==> config.mk <==
export PLATFORM = sky130hd
export DESIGN_NAME = strap_option_capture
export DESIGN_NICKNAME = d
export VERILOG_FILES = /design/src/strap_option_pkg.sv /design/src/index_data_port.sv /design/src/pci_clock_divider.sv /design/src/strap_option_capture.sv
export SDC_FILE = /design/constraint.sdc
export NUM_CORES = 1
export LEC_CHECK = 0
export BUFFER_PORTS_ARGS = -buffer_cell sky130_fd_sc_hd__buf_2
export CAP_MARGIN = 0
export CORE_MARGIN = 3
export CORE_UTILIZATION = 51
export DETAILED_ROUTE_END_ITERATION = 12
export GPL_TIMING_DRIVEN = 0
export PLACE_DENSITY_LB_ADDON = 0.15
export SLEW_MARGIN = 20
export SYNTH_ARGS = -nofsm -noshare
export SYNTH_HDL_FRONTEND = slang
export SYNTH_SLANG_ARGS = --single-unit
==> constraint.sdc <==
create_clock -name sys_clk -period 1.7 [get_ports sys_clk]
set_input_delay 0.255 -clock sys_clk [delete_from_list [all_inputs] [get_ports sys_clk]]
set_output_delay 0.255 -clock sys_clk [all_outputs]
set_load 0.01 [all_outputs]
==> src/strap_option_pkg.sv <==
// Purpose: Shared constants for the strap option capture block
// Assumes: Index/data I/O port pair, 8-bit registers, 125 MHz sys_clk
// Notes:   Reset values of captured registers are all zero until sampling runs
package strap_option_pkg;

    // ------------------------------------------------------------
    // Clock and timing
    // ------------------------------------------------------------
    localparam int CLOCK_MHZ = 125;
    localparam int RESET_OUT_DELAY_NS = 1000;
    localparam int RESET_OUT_DELAY_CYCLES = (RESET_OUT_DELAY_NS * CLOCK_MHZ) / 1000;
    localparam logic [7:0] RESET_OUT_LAST = 8'(RESET_OUT_DELAY_CYCLES - 1);
    localparam logic [7:0] COUNT_ZERO = 8'h00;
    localparam logic [7:0] COUNT_ONE = 8'h01;

    // ------------------------------------------------------------
    // I/O ports and register indexes
    // ------------------------------------------------------------
    localparam logic [15:0] PORT_INDEX = 16'h0022;
    localparam logic [15:0] PORT_DATA = 16'h0023;
    localparam logic [7:0] IDX_MODULE_LOW = 8'h4A;
    localparam logic [7:0] IDX_MODULE_HIGH = 8'h4B;
    localparam logic [7:0] IDX_BUS_DIVISOR = 8'h4C;
    localparam logic [7:0] IDX_HOST_CLOCK = 8'h5F;
    localparam logic [7:0] INDEX_RESET = 8'h00;
    localparam logic [7:0] UNMAPPED_READ = 8'hFF;

    // ------------------------------------------------------------
    // Strap line positions
    // ------------------------------------------------------------
    localparam int STRAP_LINES = 44;
    localparam int LINE_BUS_FUNCTION = 0;
    localparam int LOW_MSB = 7;
    localparam int LOW_LSB = 2;
    localparam int HIGH_MSB = 15;
    localparam int HIGH_LSB = 10;
    localparam int DIV_MSB = 20;
    localparam int DIV_LSB = 16;
    localparam int LINE_DIV_EXTRA = 23;
    localparam int HCLK_MSB = 26;
    localparam int HCLK_LSB = 24;
    localparam int LINE_CORE_MULT = 40;

    // ------------------------------------------------------------
    // Register field positions and reset values
    // ------------------------------------------------------------
    localparam int DIV_WRITABLE_BIT = 4;
    localparam int DIV_PCI_BIT = 1;
    localparam logic [1:0] RSV_LOW_PAIR = 2'h0;
    localparam logic [2:0] RSV_LOW_TRIPLE = 3'h0;
    localparam logic [5:0] FIELD6_RESET = 6'h00;
    localparam logic [2:0] FIELD3_RESET = 3'h0;
    localparam logic [7:0] BYTE_RESET = 8'h00;

    // ------------------------------------------------------------
    // PCI clock divider
    // ------------------------------------------------------------
    localparam logic [1:0] DIV_LAST_HALF = 2'h1;
    localparam logic [1:0] DIV_LAST_THIRD = 2'h2;
    localparam logic [1:0] DIV_COUNT_ZERO = 2'h0;
    localparam logic [1:0] DIV_COUNT_ONE = 2'h1;

    typedef enum logic [1:0] {
        PH_SAMPLE = 2'b00,
        PH_STRETCH = 2'b01,
        PH_RUN = 2'b10
    } phase_type;

endpackage

==> src/index_data_port.sv <==
// Purpose: Index/data I/O port pair decode for the strap registers
// Assumes: One-cycle io_write/io_read strobes synchronous to sys_clk
// Notes:   Strobes to the data port are passed on combinationally
`timescale 1ns/1ps
`default_nettype none
module index_data_port
    import strap_option_pkg::*;
(
    // Clock and reset
    input wire logic sys_clk,
    input wire logic rst_n,
    // I/O cycle
    input wire logic [15:0] io_addr,
    input wire logic io_write,
    input wire logic io_read,
    input wire logic [7:0] io_wdata,
    // Register side
    output logic [7:0] reg_index,
    output logic data_write,
    output logic data_read,
    output logic index_read
);

    typedef struct packed {
        logic [7:0] index;
    } port_state_type;

    port_state_type st_q;
    port_state_type st_d;

    // ------------------------------------------------------------
    // Index latch
    // ------------------------------------------------------------
    always_comb begin
        st_d = st_q;
        if (io_write && io_addr == PORT_INDEX) begin
            st_d.index = io_wdata;
        end
    end

    always_ff @(posedge sys_clk or negedge rst_n) begin
        if (!rst_n) begin
            st_q <= '{index: INDEX_RESET};
        end else begin
            st_q <= st_d;
        end
    end

    assign reg_index = st_q.index;
    assign data_write = io_write && io_addr == PORT_DATA;
    assign data_read = io_read && io_addr == PORT_DATA;
    assign index_read = io_read && io_addr == PORT_INDEX;

endmodule
`default_nettype wire

==> src/pci_clock_divider.sv <==
// Purpose: Derive the PCI clock from the host clock by two or three
// Assumes: sys_clk stands for the host clock
// Notes:   Divide by three gives a one-third duty high pulse
`timescale 1ns/1ps
`default_nettype none
module pci_clock_divider
    import strap_option_pkg::*;
(
    // Clock and reset
    input wire logic sys_clk,
    input wire logic rst_n,
    // Divisor select: low halves, high thirds
    input wire logic divide_by_three,
    // Divided clock
    output logic pci_clk_out
);

    typedef struct packed {
        logic [1:0] count;
        logic clk_out;
    } div_state_type;

    div_state_type st_q;
    div_state_type st_d;
    logic [1:0] last;

    // ------------------------------------------------------------
    // Divider
    // ------------------------------------------------------------
    always_comb begin
        st_d = st_q;
        last = divide_by_three ? DIV_LAST_THIRD : DIV_LAST_HALF;
        if (st_q.count >= last) begin
            st_d.count = DIV_COUNT_ZERO;
        end else begin
            st_d.count = st_q.count + DIV_COUNT_ONE;
        end
        st_d.clk_out = (st_d.count == DIV_COUNT_ZERO);
    end

    always_ff @(posedge sys_clk or negedge rst_n) begin
        if (!rst_n) begin
            st_q <= '{count: DIV_COUNT_ZERO, clk_out: 1'b0};
        end else begin
            st_q <= st_d;
        end
    end

    assign pci_clk_out = st_q.clk_out;

endmodule
`default_nettype wire

==> src/strap_option_capture.sv <==
// Purpose: Capture board straps on memory data lines during system reset
// Assumes: Strap lines and reset input are synchronous to sys_clk
// Notes:   Straps are only captured while the reset input is low
`timescale 1ns/1ps
`default_nettype none
// Function
// - Line 40 low selects single-speed core, high selects doubled core clock.
// - Index 4Ah shows captured lines 7..2 in bits 7..2.
// - Index 4Ah: bit7 module0 type, 6-5 speed, 4 module1 type, 3-2 speed.
// - Module speed/type straps drive nothing but software-readable registers.
// - Index 4Bh shows lines 15..10 as module 2 and 3 type/speed.
// - Index 4Ch bits 4..0 show lines 20..16, bit 5 shows line 23.
// - Only bit 4 of index 4Ch takes software writes.
// - Index 4Ch bit 1 sets PCI clock to host clock /2 or /3.
// - Index 5Fh bits 5..3 show host clock select lines, driving synthesizer.
// - Line 0 selects bus memory write strobe or display colour key.
// - Lines 27..39 and 41..43 have no function.
// - Straps sampled while reset input low; board holds them until release.
module strap_option_capture
    import strap_option_pkg::*;
(
    // Clock and reset
    input wire logic sys_clk,
    input wire logic rst_n,
    // Board straps and system reset
    input wire logic [STRAP_LINES-1:0] memory_data_strap_lines,
    input wire logic system_reset_input_n,
    output logic system_reset_output_n,
    // Index/data I/O port
    input wire logic [15:0] io_addr,
    input wire logic io_write,
    input wire logic io_read,
    input wire logic [7:0] io_wdata,
    output logic [7:0] io_rdata,
    output logic io_rdata_valid,
    // Strap-selected functions
    output logic core_clock_double,
    output logic isa_memory_write_strobe_select,
    output logic pci_divide_by_three,
    output logic [2:0] host_clock_select,
    output logic pci_clk_out
);

    typedef struct packed {
        phase_type phase;
        logic [7:0] delay_count;
        logic [5:0] module_low;
        logic [5:0] module_high;
        logic [5:0] bus_divisor;
        logic [2:0] host_clock;
        logic core_double;
        logic bus_function;
        logic [7:0] rdata;
        logic rdata_valid;
        logic reset_out_n;
    } cap_state_type;

    localparam cap_state_type CAP_RESET = '{
        phase: PH_SAMPLE,
        delay_count: COUNT_ZERO,
        module_low: FIELD6_RESET,
        module_high: FIELD6_RESET,
        bus_divisor: FIELD6_RESET,
        host_clock: FIELD3_RESET,
        core_double: 1'b0,
        bus_function: 1'b0,
        rdata: BYTE_RESET,
        rdata_valid: 1'b0,
        reset_out_n: 1'b0
    };

    cap_state_type st_q;
    cap_state_type st_d;
    logic [7:0] reg_index;
    logic data_write;
    logic data_read;
    logic index_read;
    logic [7:0] read_value;
    logic sampling;

    // ------------------------------------------------------------
    // Port decode
    // ------------------------------------------------------------
    index_data_port u_port (
        .sys_clk(sys_clk),
        .rst_n(rst_n),
        .io_addr(io_addr),
        .io_write(io_write),
        .io_read(io_read),
        .io_wdata(io_wdata),
        .reg_index(reg_index),
        .data_write(data_write),
        .data_read(data_read),
        .index_read(index_read)
    );

    // ------------------------------------------------------------
    // Capture, reset sequencing and register access
    // ------------------------------------------------------------
    // Lines 27..39 and 41..43 are deliberately never looked at
    assign sampling = !system_reset_input_n;

    always_comb begin
        st_d = st_q;
        st_d.rdata_valid = 1'b0;
        unique case (reg_index)
            IDX_MODULE_LOW: read_value = {st_q.module_low, RSV_LOW_PAIR};
            IDX_MODULE_HIGH: read_value = {st_q.module_high, RSV_LOW_PAIR};
            IDX_BUS_DIVISOR: read_value = {RSV_LOW_PAIR, st_q.bus_divisor};
            IDX_HOST_CLOCK: read_value = {RSV_LOW_PAIR, st_q.host_clock, RSV_LOW_TRIPLE};
            default: read_value = UNMAPPED_READ;
        endcase
        // Board may still be settling, so keep taking levels while reset is held
        if (sampling) begin
            st_d.phase = PH_SAMPLE;
            st_d.delay_count = COUNT_ZERO;
            st_d.reset_out_n = 1'b0;
            st_d.module_low = memory_data_strap_lines[LOW_MSB:LOW_LSB];
            st_d.module_high = memory_data_strap_lines[HIGH_MSB:HIGH_LSB];
            st_d.bus_divisor = {memory_data_strap_lines[LINE_DIV_EXTRA],
                                memory_data_strap_lines[DIV_MSB:DIV_LSB]};
            st_d.host_clock = memory_data_strap_lines[HCLK_MSB:HCLK_LSB];
            st_d.core_double = memory_data_strap_lines[LINE_CORE_MULT];
            st_d.bus_function = memory_data_strap_lines[LINE_BUS_FUNCTION];
        end else begin
            unique case (st_q.phase)
                PH_SAMPLE: begin
                    st_d.phase = PH_STRETCH;
                    st_d.delay_count = COUNT_ZERO;
                end
                PH_STRETCH: begin
                    // Release is held back so the board keeps straps steady meanwhile
                    if (st_q.delay_count == RESET_OUT_LAST) begin
                        st_d.phase = PH_RUN;
                        st_d.reset_out_n = 1'b1;
                    end else begin
                        st_d.delay_count = st_q.delay_count + COUNT_ONE;
                    end
                end
                PH_RUN: begin
                    st_d.reset_out_n = 1'b1;
                end
                default: begin
                    st_d.phase = PH_SAMPLE;
                end
            endcase
            // Captured values win over software until sampling ends
            if (data_write && reg_index == IDX_BUS_DIVISOR) begin
                st_d.bus_divisor[DIV_WRITABLE_BIT] = io_wdata[DIV_WRITABLE_BIT];
            end
            // Other indexes keep their captured bytes on write
        end
        if (data_read) begin
            st_d.rdata = read_value;
            st_d.rdata_valid = 1'b1;
        end else if (index_read) begin
            st_d.rdata = reg_index;
            st_d.rdata_valid = 1'b1;
        end
    end

    always_ff @(posedge sys_clk or negedge rst_n) begin
        if (!rst_n) begin
            st_q <= CAP_RESET;
        end else begin
            st_q <= st_d;
        end
    end

    // ------------------------------------------------------------
    // Strap-selected functions
    // ------------------------------------------------------------
    // Module speed and type bits feed only the read path
    assign core_clock_double = st_q.core_double;
    assign isa_memory_write_strobe_select = st_q.bus_function;
    assign pci_divide_by_three = st_q.bus_divisor[DIV_PCI_BIT];
    assign host_clock_select = st_q.host_clock;
    assign system_reset_output_n = st_q.reset_out_n;
    assign io_rdata = st_q.rdata;
    assign io_rdata_valid = st_q.rdata_valid;

    pci_clock_divider u_pci_div (
        .sys_clk(sys_clk),
        .rst_n(rst_n),
        .divide_by_three(st_q.bus_divisor[DIV_PCI_BIT]),
        .pci_clk_out(pci_clk_out)
    );
endmodule
`default_nettype wire

==> results.sh, run 1 <==
export IMPL_place_port_buffers=67
export IMPL_clock_skew_final_ps=11.2
export IMPL_dieWidth_um=79.7
export IMPL_die_height_um=79.7
export IMPL_synth_common_cells="54 x sky130_fd_sc_hd__dfrtp_1, 27 x sky130_fd_sc_hd__mux2_2, 16 x sky130_fd_sc_hd__nand2_1"
export IMPL_report_final_hold_viol_count=42
export IMPL_clock_tree_from_tritoncts="yes"
export IMPL_detail_route_first_pass_iterations=4
export IMPL_synth_area_leader_cell="sky130_fd_sc_hd__dfrtp_1"
export IMPL_slew_at_the_pin_closest_to_its_max_slew_limit_ps=661
export IMPL_cts_htree_levels=2
export IMPL_critical_path_class="reg2reg"
export IMPL_grt_antenna_before_repair=0
export IMPL_globalRoute_totalOverflow=0
export IMPL_routed_wire_length_per_instance_um=15.0
export IMPL_synth_ff_latch_count=54
export IMPL_yosys_most_used_dff="sky130_fd_sc_hd__dfrtp_1"
export IMPL_clk_latency_ps=300
export IMPL_yosysTopAreaCellShare=0.488
export IMPL_cts_inserted_buffers=5
export IMPL_vias=2136
export IMPL_failed_checks="negative hold slack"
export IMPL_holdBufCountCts=0
export IMPL_synthMostInstantiatedCell="sky130_fd_sc_hd__dfrtp_1"
export IMPL_area_of_the_die_um2=6350
export IMPL_final_fill_count=431
export IMPL_postSynthNetCount=322
export IMPL_synth_warnings=0
export IMPL_grt_setup_unrepaired="yes"
export IMPL_postRouteAntennaNets=0
export IMPL_drc_errors=0
export IMPL_crit_required_ps=1890
export IMPL_max_cap_violations=0
export IMPL_post_layout_total_power_mw=2.48
export IMPL_post_synth_cell_area_avg_um2=11.4
export IMPL_fin_crit_period_ps=1650
export IMPL_synth_cell_area_um2=2770
export IMPL_fin_hold_ws_ps=-25.0
export IMPL_drive_above_1_share=0.401
export IMPL_ir_drop_mv=0.541
export IMPL_min_path_type="in2async"
export IMPL_place_congestion=0.872
export IMPL_cts_path_max_buffers=2
export IMPL_outcome="finished, violations left"
export IMPL_floorplan_initialDensity=0.536
export IMPL_placement_rows=26
export IMPL_synth_enable_flop_cells=0
export IMPL_netlist_cell_type_count=51
export IMPL_crit_fanout=9
export IMPL_routed_wirelength_um=5850
export IMPL_place_detailed_hpwl_um=4360
export IMPL_power_leakage_nw=1.58
export IMPL_maxClockFrequency_ghz=0.605
export IMPL_design_portCount=90
export IMPL_syn2layout_area_growth_pct=19.1
export IMPL_kind_of_launch_point_of_the_worst_setup_path="flop"
export IMPL_post_cts_buffers=0
export IMPL_vias_in_the_first_global_route=2021
export IMPL_final_setup_viol_count=0
export IMPL_power_per_cell_area_nw_per_um2=752
export IMPL_cts_root_buffer="sky130_fd_sc_hd__clkbuf_8"
export IMPL_relSlewSlack=0.559
export IMPL_yosys_top_cells_area="sky130_fd_sc_hd__dfrtp_1 49%, sky130_fd_sc_hd__mux2_2 11%, sky130_fd_sc_hd__mux2_1 3.3%, sky130_fd_sc_hd__buf_4 3.0%, sky130_fd_sc_hd__o21ai_1 2.7%"
export IMPL_postSynth_asyncResetShare=1.00
export IMPL_antenna_diode_count=0
export IMPL_finalNetCount=396
export IMPL_post_drt_via_cell_ratio=5.49
export IMPL_postSynthCellCount=244
export IMPL_crit_path_end_kind="flop"
export IMPL_timing_critical_path_arrival_ps=1840
export IMPL_finalMaxSlewViolations=0
export IMPL_cts_sink_count=54
export IMPL_timing_final_crit_share=0.972
export IMPL_grt_first_pass_wirelength_um=9680
export IMPL_grtUsageTotal=0.194
export IMPL_sequential_to_total_area_share_from_yosys_stat=0.488
export IMPL_grt_max_degree=55
export IMPL_clk_pin_slew_ps=100
export IMPL_core_region_area_um2=5170
export IMPL_detail_route_iter0_violations=175
==> metrics by stage <==
| step | TNS, ps | util | area, µm² | worst slack, ps | cells |
|---|---|---|---|---|---|
| finish | 0 | 0.638 | 3300 | 47.9 | 389 |
| global placement | -313 | 0.618 | 3190 | -46.0 | 381 |
| detailed placement | -475 | 0.618 | 3200 | -67.8 | 381 |
| CTS | 0 | 0.636 | 3290 | 66.3 | 389 |
| global route | -29.5 | 0.638 | 3300 | -29.5 | 389 |
| floorplan | 0 | - | 2770 | 224 | 244 |
==> power by group <==
| group | internal [mW] | switching [mW] | total (mW) |
|---|---|---|---|
| sequential | 1.38 | 0.0452 | 1.42 |
| clock | 0.290 | 0.418 | 0.709 |
| combinational | 0.182 | 0.171 | 0.352 |
| total | 1.85 | 0.634 | 2.48 |
==> metal layers <==
metal | routed length [µm] | track usage | vias up | part of all wire
met3 | 489 | 0.0497 | 4 | 0.084
met5 | 0 | 0 | - | 0
li1 | - | - | 1040 | -
met1 | 2610 | 0.267 | 999 | 0.45
met2 | 2720 | 0.312 | 93 | 0.46
met4 | 32 | 0.0361 | 0 | 0.0055
==> registers in the layout, indices dropped and copies added (netlist names) <==
name,cells
u_pci_div.pci_clk_out,1
u_port.reg_index,8
u_pci_div.st_q,2
io_rdata_valid,1
system_reset_output_n,1
pci_divide_by_three,1
host_clock_select,3
st_q,27
isa_memory_write_strobe_select,1
io_rdata,8
core_clock_double,1
==> cell type report <==
class,instances,area [µm²],area share
flip-flops and latches,54,1350,0.410
multi-input cells,159,1260,0.381
repair buffers,67,338,0.102
plain buffers,21,136,0.0413
well taps,70,87.6,0.0265
clock buffers,5,68.8,0.0208
inverters,10,37.5,0.0114
clock inverters,3,21.3,0.00644
==> cell usage in the layout, fill, tap and decap left out, types with 3 or more instances in the layout <==
master / count
sky130_fd_sc_hd__and3b_1: 3
sky130_fd_sc_hd__nor4_1: 3
sky130_fd_sc_hd__a21oi_1: 9
sky130_fd_sc_hd__nor3_1: 6
sky130_fd_sc_hd__dfrtp_1: 52
sky130_fd_sc_hd__and4_1: 4
sky130_fd_sc_hd__ha_1: 5
sky130_fd_sc_hd__and3_1: 3
sky130_fd_sc_hd__clkbuf_1: 4
sky130_fd_sc_hd__nand2b_1: 3
sky130_fd_sc_hd__mux2_2: 27
sky130_fd_sc_hd__nand3_1: 5
sky130_fd_sc_hd__buf_4: 13
sky130_fd_sc_hd__o21ai_0: 4
sky130_fd_sc_hd__inv_1: 9
sky130_fd_sc_hd__mux2_1: 8
sky130_fd_sc_hd__nor2_1: 5
sky130_fd_sc_hd__nor4b_1: 5
sky130_fd_sc_hd__buf_2: 70
sky130_fd_sc_hd__o21ai_1: 15
sky130_fd_sc_hd__clkbuf_8: 5
sky130_fd_sc_hd__nand2_1: 16
sky130_fd_sc_hd__a31oi_1: 4
==> worst max-delay path: stages (launching register included) <==
cell and delay, ps:
sky130_fd_sc_hd__dfrtp_1 360, sky130_fd_sc_hd__buf_2 180, sky130_fd_sc_hd__nor4b_4 350, sky130_fd_sc_hd__nand3_1 150
sky130_fd_sc_hd__o211a_1 240, sky130_fd_sc_hd__a211o_1 260
==> final timing paths <==
check	from	endpoint	slack (ps)	depth (start not counted)
max in group asynchronous	rst_n	u_port.reg_index[0]$_DFFE_PN0P_	1240	1
min	rst_n	st_q[22]$_DFFE_PN0N_	-20	1
min reg2reg	io_rdata[2]$_DFFE_PN0P_	io_rdata[2]$_DFFE_PN0P_	490	2
max	u_port.reg_index[4]$_DFFE_PN0P_	st_q[19]$_DFFE_PN0P_	50	5
min in group sys_clk	io_wdata[3]	u_port.reg_index[3]$_DFFE_PN0P_	170	2
max reg2reg	u_port.reg_index[4]$_DFFE_PN0P_	st_q[19]$_DFFE_PN0P_	50	5
==> kinds of logic after synthesis <==
family	count (synthesis)	synth area share
AOI/OAI and AO/OA	48	0.115
adders and majority gates	5	0.0226
buffers and inverters	31	0.0618
DFF	54	0.488
muxes	35	0.142
and+or+nand+nor	71	0.171
==> what timing repair did <==
action,CTS,global route
setup endpoints to repair,2,7
gates resized for setup,2,2
pin swaps,1,0
endpoints found under the hold margin,0,0
No activity file was read; power rests on OpenSTA's default activity.
==> run 2, diff against run 1 <==
==> constraint.sdc (replaced) <==
create_clock -name sys_clk -period 1.7 [get_ports sys_clk]
set_input_delay 0 -clock sys_clk [delete_from_list [all_inputs] [get_ports sys_clk]]
set_output_delay 0 -clock sys_clk [all_outputs]
set_load 0.01 [all_outputs]
==> run 2 against run 1 <==
  * The run now ends clean
  * Flip-flop and latch count is the same
  * Sequential power about the same
  * Total power is 2.6% higher
  * Cell count up 8.2%
  * Core utilization rose by 6.2 points
  * Clock power grew 0.6%
  * Non-clock buffer count grew 32
  * Global-route usage is 1.1 points higher
  * Via count up 4.5%
  * Critical path depth did not move
  * Register-to-register slack hardly changed
  * Critical endpoint unchanged
  * Largest power group unchanged
  * Highest routed layer unchanged
==> results.sh, run 2 (synthesized netlist as in run 1, its figures left out) <==
export IMPL_outcome="complete, no violations"
export IMPL_crit_path_end_kind="flop"
export IMPL_post_drt_via_cell_ratio=5.30
export IMPL_largest_register_ff_count=27
export IMPL_final_setup_tns_ps=0
export IMPL_routed_wire_length_per_instance_um=14.6
export IMPL_min_path_type="in2reg"
export IMPL_relSlewSlack=0.557
export IMPL_power_internal_mw=1.90
export IMPL_slew_at_the_pin_closest_to_its_max_slew_limit_ps=665
export IMPL_cts_root_buffer="sky130_fd_sc_hd__clkbuf_8"
export IMPL_die_height_um=79.7
export IMPL_most_common_layout_cells="70 x sky130_fd_sc_hd__buf_2, 52 x sky130_fd_sc_hd__dfrtp_1, 32 x sky130_fd_sc_hd__dlygate4sd3_1"
export IMPL_cts_htree_levels=2
export IMPL_power_clock_fraction=0.280
export IMPL_clk_latency_ps=310
export IMPL_registers_top_by_ff_count="st_q"
export IMPL_placement_rows=26
export IMPL_globalRoute_totalOverflow=0
export IMPL_layout_cells_most_common="sky130_fd_sc_hd__buf_2"
export IMPL_core_region_area_um2=5170
export IMPL_critical_path_class="reg2reg"
export IMPL_grt_first_pass_wirelength_um=10200
export IMPL_crit_fanout=9
export IMPL_place_port_buffers=67
export IMPL_cts_sink_count=54
export IMPL_kind_of_launch_point_of_the_worst_setup_path="flop"
export IMPL_multiInputGateArea_um2=1260
export IMPL_power_switching_fraction=0.255
export IMPL_vias=2233
export IMPL_routed_wirelength_um=6140
export IMPL_power_per_cell_area_nw_per_um2=703
export IMPL_detail_route_iter0_violations=178
export IMPL_finalWorstSetupSlack_ps=49.5
export IMPL_grtUsageTotal=0.204
export IMPL_crit_required_ps=1890
export IMPL_grt_antenna_before_repair=0
export IMPL_fin_crit_period_ps=1650
export IMPL_clock_tree_from_tritoncts="yes"
export IMPL_final_setup_viol_count=0
export IMPL_final_fill_count=393
export IMPL_seqPwrFrac=0.559
export IMPL_post_layout_total_power_mw=2.55
export IMPL_antenna_diode_count=0
export IMPL_max_cap_violations=0
export IMPL_grt_max_degree=55
export IMPL_comb_power_share=0.162
export IMPL_grt_setup_unrepaired="yes"
export IMPL_regArea_um2=1350
export IMPL_place_detailed_hpwl_um=4360
export IMPL_finalMaxSlewViolations=0
export IMPL_dieWidth_um=79.7
export IMPL_design_portCount=90
export IMPL_power_leakage_nw=1.71
export IMPL_report_final_hold_viol_count=0
export IMPL_detail_route_first_pass_iterations=4
export IMPL_place_ws_ps=-49.5
export IMPL_timing_final_crit_share=0.971
export IMPL_ir_drop_mv=0.548
export IMPL_cts_path_max_buffers=2
export IMPL_clk_pin_slew_ps=100
export IMPL_clock_skew_final_ps=11.1
export IMPL_floorplan_initialDensity=0.536
export IMPL_place_congestion=0.872
export IMPL_power_switching_mw=0.650
export IMPL_drc_errors=0
export IMPL_vias_in_the_first_global_route=2140
export IMPL_timing_critical_path_arrival_ps=1840
export IMPL_finalNetCount=428
export IMPL_area_of_the_die_um2=6350
export IMPL_maxClockFrequency_ghz=0.606
export IMPL_postRouteAntennaNets=0
export IMPL_cts_inserted_buffers=5
export IMPL_syn2layout_area_growth_pct=30.7
export IMPL_drive_above_1_share=0.365
==> run 2: changes by cell type in the layout (fill, tap and decap cells not counted) <==
cell	change
sky130_fd_sc_hd__dlygate4sd3_1	+32
==> run 2: per-stage QoR <==
step / hold slack, ps / instance area, µm² / cells / utilization
2_1_floorplan: -296 / 2770 / 244 / -
3_3_place_gp: 219 / 3190 / 381 / 0.618
3_5_place_dp: 88.2 / 3200 / 381 / 0.618
4_1_cts: 174 / 3610 / 421 / 0.698
5_1_grt: 141 / 3620 / 421 / 0.700
6_report: 131 / 3620 / 421 / 0.700
==> run 2: final cells by class <==
type	instances	area share
sequential	54	0.374
timing repair buffer	99	0.182
clock buffer	5	0.0190
tap	70	0.0242
clock inverter	3	0.00587
buffer	21	0.0377
inverter	10	0.0104
multi-input combinational	159	0.347
==> run 2: worst paths after layout <==
| path | from | slack, ps | end | cells after the start |
|---|---|---|---|---|
| max reg2reg | u_port.reg_index[4]$_DFFE_PN0P_ | 50 | st_q[19]$_DFFE_PN0P_ | 5 |
| max in group asynchronous | rst_n | 950 | u_port.reg_index[0]$_DFFE_PN0P_ | 2 |
| min reg2reg | io_rdata[2]$_DFFE_PN0P_ | 490 | io_rdata[2]$_DFFE_PN0P_ | 2 |
| min | io_addr[0] | 130 | io_rdata[1]$_DFFE_PN0P_ | 4 |
| min in group asynchronous | rst_n | 270 | st_q[22]$_DFFE_PN0N_ | 2 |
| max | u_port.reg_index[4]$_DFFE_PN0P_ | 50 | st_q[19]$_DFFE_PN0P_ | 5 |
==> run 2: timing repair <==
action                                  in CTS  in global routing
hold endpoints to repair                    85                  0
gates resized for setup                      2                  2
cloned                                       0                  0
setup buffers                                0                  0
endpoints found under the setup margin       2                  7
hold buffers                                32                  0
pin swaps                                    1                  1
==> run 2: power groups by stage <==
stage                     clock, mW  combinational [mW]  sequential (mW)
after floorplan                   0               0.194             1.44
after global placement            0               0.342             1.44
after detailed placement          0               0.360             1.44
after CTS                     0.735               0.417             1.42
after global routing          0.789               0.464             1.43
final                         0.713               0.411             1.42
==> run 2: critical path, cell delays in order (launching register included) <==
cell and delay (ps):
sky130_fd_sc_hd__dfrtp_1 360, sky130_fd_sc_hd__buf_2 180, sky130_fd_sc_hd__nor4b_4 350, sky130_fd_sc_hd__nand3_1 150, sky130_fd_sc_hd__o211a_1 240, sky130_fd_sc_hd__a211o_1 260
==> run 2: per-layer routing <==
metal  share of wire  wire length [µm]  track usage
met5               0                 0            0
met4          0.0059                36       0.0361
met3           0.068               417       0.0440
met2            0.47              2880        0.342
met1            0.46              2810        0.276
==> run 3, diff against run 2 <==
--- a/config.mk
+++ b/config.mk
@@ -9,6 +9,7 @@
 export CAP_MARGIN = 0
 export CORE_MARGIN = 3
 export CORE_UTILIZATION = 51
+export CTS_CLUSTER_SIZE = 14
 export DETAILED_ROUTE_END_ITERATION = 12
 export GPL_TIMING_DRIVEN = 0
 export PLACE_DENSITY_LB_ADDON = 0.15
==> constraint.sdc (replaced) <==
create_clock -name sys_clk -period 1.7 [get_ports sys_clk]
set_input_delay 0.085 -clock sys_clk [delete_from_list [all_inputs] [get_ports sys_clk]]
set_output_delay 0.085 -clock sys_clk [all_outputs]
set_load 0.01 [all_outputs]
==> run 3 against run 2 <==
  * Global-route usage is 0.95 points lower
  * Via count is 3.1% lower
  * Total power shrank 1.9%
  * Clock-buffer cell count unchanged
  * Clock power fell by 1%
  * Largest cell class unchanged
==> results.sh, run 3 (synthesized netlist as in run 1, its figures left out) <==
export IMPL_cp_top_family="simple AND/OR/NAND/NOR gates"
export IMPL_power_per_cell_area_nw_per_um2=734
export IMPL_maxClockFrequency_ghz=0.606
export IMPL_power_clock_fraction=0.282
export IMPL_place_congestion=0.872
export IMPL_clk_pin_slew_ps=100
export IMPL_crit_fanout=9
export IMPL_grt_first_pass_wirelength_um=9750
export IMPL_fin_crit_period_ps=1650
export IMPL_power_switching_mw=0.635
export IMPL_slew_at_the_pin_closest_to_its_max_slew_limit_ps=662
export IMPL_routed_wirelength_um=5950
export IMPL_design_portCount=90
export IMPL_cts_sink_count=54
export IMPL_critical_path_class="reg2reg"
export IMPL_registers_top_by_ff_count="st_q"
export IMPL_crit_path_end_kind="flop"
export IMPL_floorplan_initialDensity=0.536
export IMPL_kind_of_launch_point_of_the_worst_setup_path="flop"
export IMPL_clk_latency_ps=300
export IMPL_core_region_area_um2=5170
export IMPL_routed_wire_length_per_instance_um=14.9
export IMPL_relSlewSlack=0.559
export IMPL_critPathSlowestCell="sky130_fd_sc_hd__dfrtp_1"
export IMPL_cts_path_max_buffers=2
export IMPL_final_cell_count_no_fill=399
export IMPL_grt_antenna_before_repair=0
export IMPL_syn2layout_area_growth_pct=22.8
export IMPL_grt_max_degree=55
export IMPL_path_buf_inv=1
export IMPL_vias=2164
export IMPL_power_switching_fraction=0.254
export IMPL_report_final_hold_viol_count=0
export IMPL_detail_route_iter0_violations=152
export IMPL_dp_cells=381
export IMPL_grt_setup_unrepaired="yes"
export IMPL_antenna_diode_count=0
export IMPL_post_drt_via_cell_ratio=5.42
export IMPL_place_port_buffers=67
export IMPL_drive_above_1_share=0.389
export IMPL_clock_skew_final_ps=9.29
export IMPL_dieWidth_um=79.7
export IMPL_comb_power_share=0.149
export IMPL_largest_register_ff_count=27
export IMPL_final_fill_count=422
export IMPL_final_setup_viol_count=0
export IMPL_power_internal_mw=1.86
export IMPL_globalRoute_totalOverflow=0
export IMPL_finalMaxSlewViolations=0
export IMPL_clock_tree_from_tritoncts="yes"
export IMPL_power_leakage_nw=1.62
export IMPL_grtUsageTotal=0.195
export IMPL_cell_chain_critical_path="buf_2, nor4b_4, nand3_1, o211a_1, a211o_1"
export IMPL_finalNetCount=406
export IMPL_crit_required_ps=1890
export IMPL_cts_inserted_buffers=5
export IMPL_critical_path_max_stage_delay_ps=360
export IMPL_timing_critical_path_arrival_ps=1840
export IMPL_final_setup_tns_ps=0
export IMPL_detail_route_first_pass_iterations=4
export IMPL_cts_htree_levels=2
export IMPL_ir_drop_mv=0.541
export IMPL_max_cap_violations=0
export IMPL_min_path_type="in2reg"
export IMPL_outcome="complete, no violations"
export IMPL_area_of_the_die_um2=6350
export IMPL_die_height_um=79.7
export IMPL_postRouteAntennaNets=0
export IMPL_most_common_layout_cells="70 x sky130_fd_sc_hd__buf_2, 52 x sky130_fd_sc_hd__dfrtp_1, 27 x sky130_fd_sc_hd__mux2_2"
export IMPL_placement_rows=26
export IMPL_fin_hold_ws_ps=7.59
export IMPL_place_detailed_hpwl_um=4360
export IMPL_cts_root_buffer="sky130_fd_sc_hd__clkbuf_8"
export IMPL_timing_final_crit_share=0.971
export IMPL_layout_cells_most_common="sky130_fd_sc_hd__buf_2"
export IMPL_vias_in_the_first_global_route=2047
export IMPL_seqPwrFrac=0.569
export IMPL_drc_errors=0
==> run 3: cell type report <==
class / instances / area (µm²) / area share
Sequential cell: 54 / 1350 / 0.398
Tap cell: 70 / 87.6 / 0.0257
Clock inverter: 3 / 21.3 / 0.00625
Inverter: 10 / 37.5 / 0.0110
Multi-Input combinational cell: 159 / 1260 / 0.370
Buffer: 21 / 136 / 0.0401
Clock buffer: 5 / 68.8 / 0.0202
Timing Repair Buffer: 77 / 438 / 0.129
==> run 3: final timing paths <==
check | from | end | slack [ps] | cells past startpoint
worst max-delay path | u_port.reg_index[4]$_DFFE_PN0P_ | st_q[19]$_DFFE_PN0P_ | 50 | 5
worst min-delay path | memory_data_strap_lines[11] | st_q[22]$_DFFE_PN0N_ | 8 | 2
worst max register to register | u_port.reg_index[4]$_DFFE_PN0P_ | st_q[19]$_DFFE_PN0P_ | 50 | 5
worst min register to register | io_rdata[2]$_DFFE_PN0P_ | io_rdata[2]$_DFFE_PN0P_ | 490 | 2
max in group asynchronous | rst_n | u_port.reg_index[0]$_DFFE_PN0P_ | 870 | 2
min in group asynchronous | rst_n | st_q[22]$_DFFE_PN0N_ | 360 | 2
==> run 3: metrics by stage <==
step	cell area, µm²	total power [mW]	worst slack (ps)	util
global route	3400	2.64	-29.5	0.658
detailed placement	3200	1.81	-49.5	0.618
CTS	3340	2.52	66.3	0.646
finish	3400	2.50	49.0	0.658
global placement	3190	1.78	-46.0	0.618
floorplan	2770	1.64	224	-
==> run 3: power by group through the flow <==
stage	clock (mW)	sequential [mW]	combinational (mW)
2_1_floorplan	0	1.44	0.194
3_3_place_gp	0	1.44	0.342
3_5_place_dp	0	1.44	0.360
4_1_cts	0.735	1.42	0.369
5_1_grt	0.789	1.43	0.421
6_report	0.705	1.42	0.372
==> run 3: layer usage <==
metal,global-route usage,part of all wire
met5,0,0
met4,0.0361,0.0060
met3,0.0474,0.077
met2,0.317,0.47
met1,0.267,0.45
==> run 3: timing repair <==
action                     4_1_cts  5_1_grt
pin swaps                        1        0
hold endpoints to repair        58        5
setup buffers                    0        0
gates resized for setup          2        2
setup endpoints to repair        2        7
hold buffers                     5        5
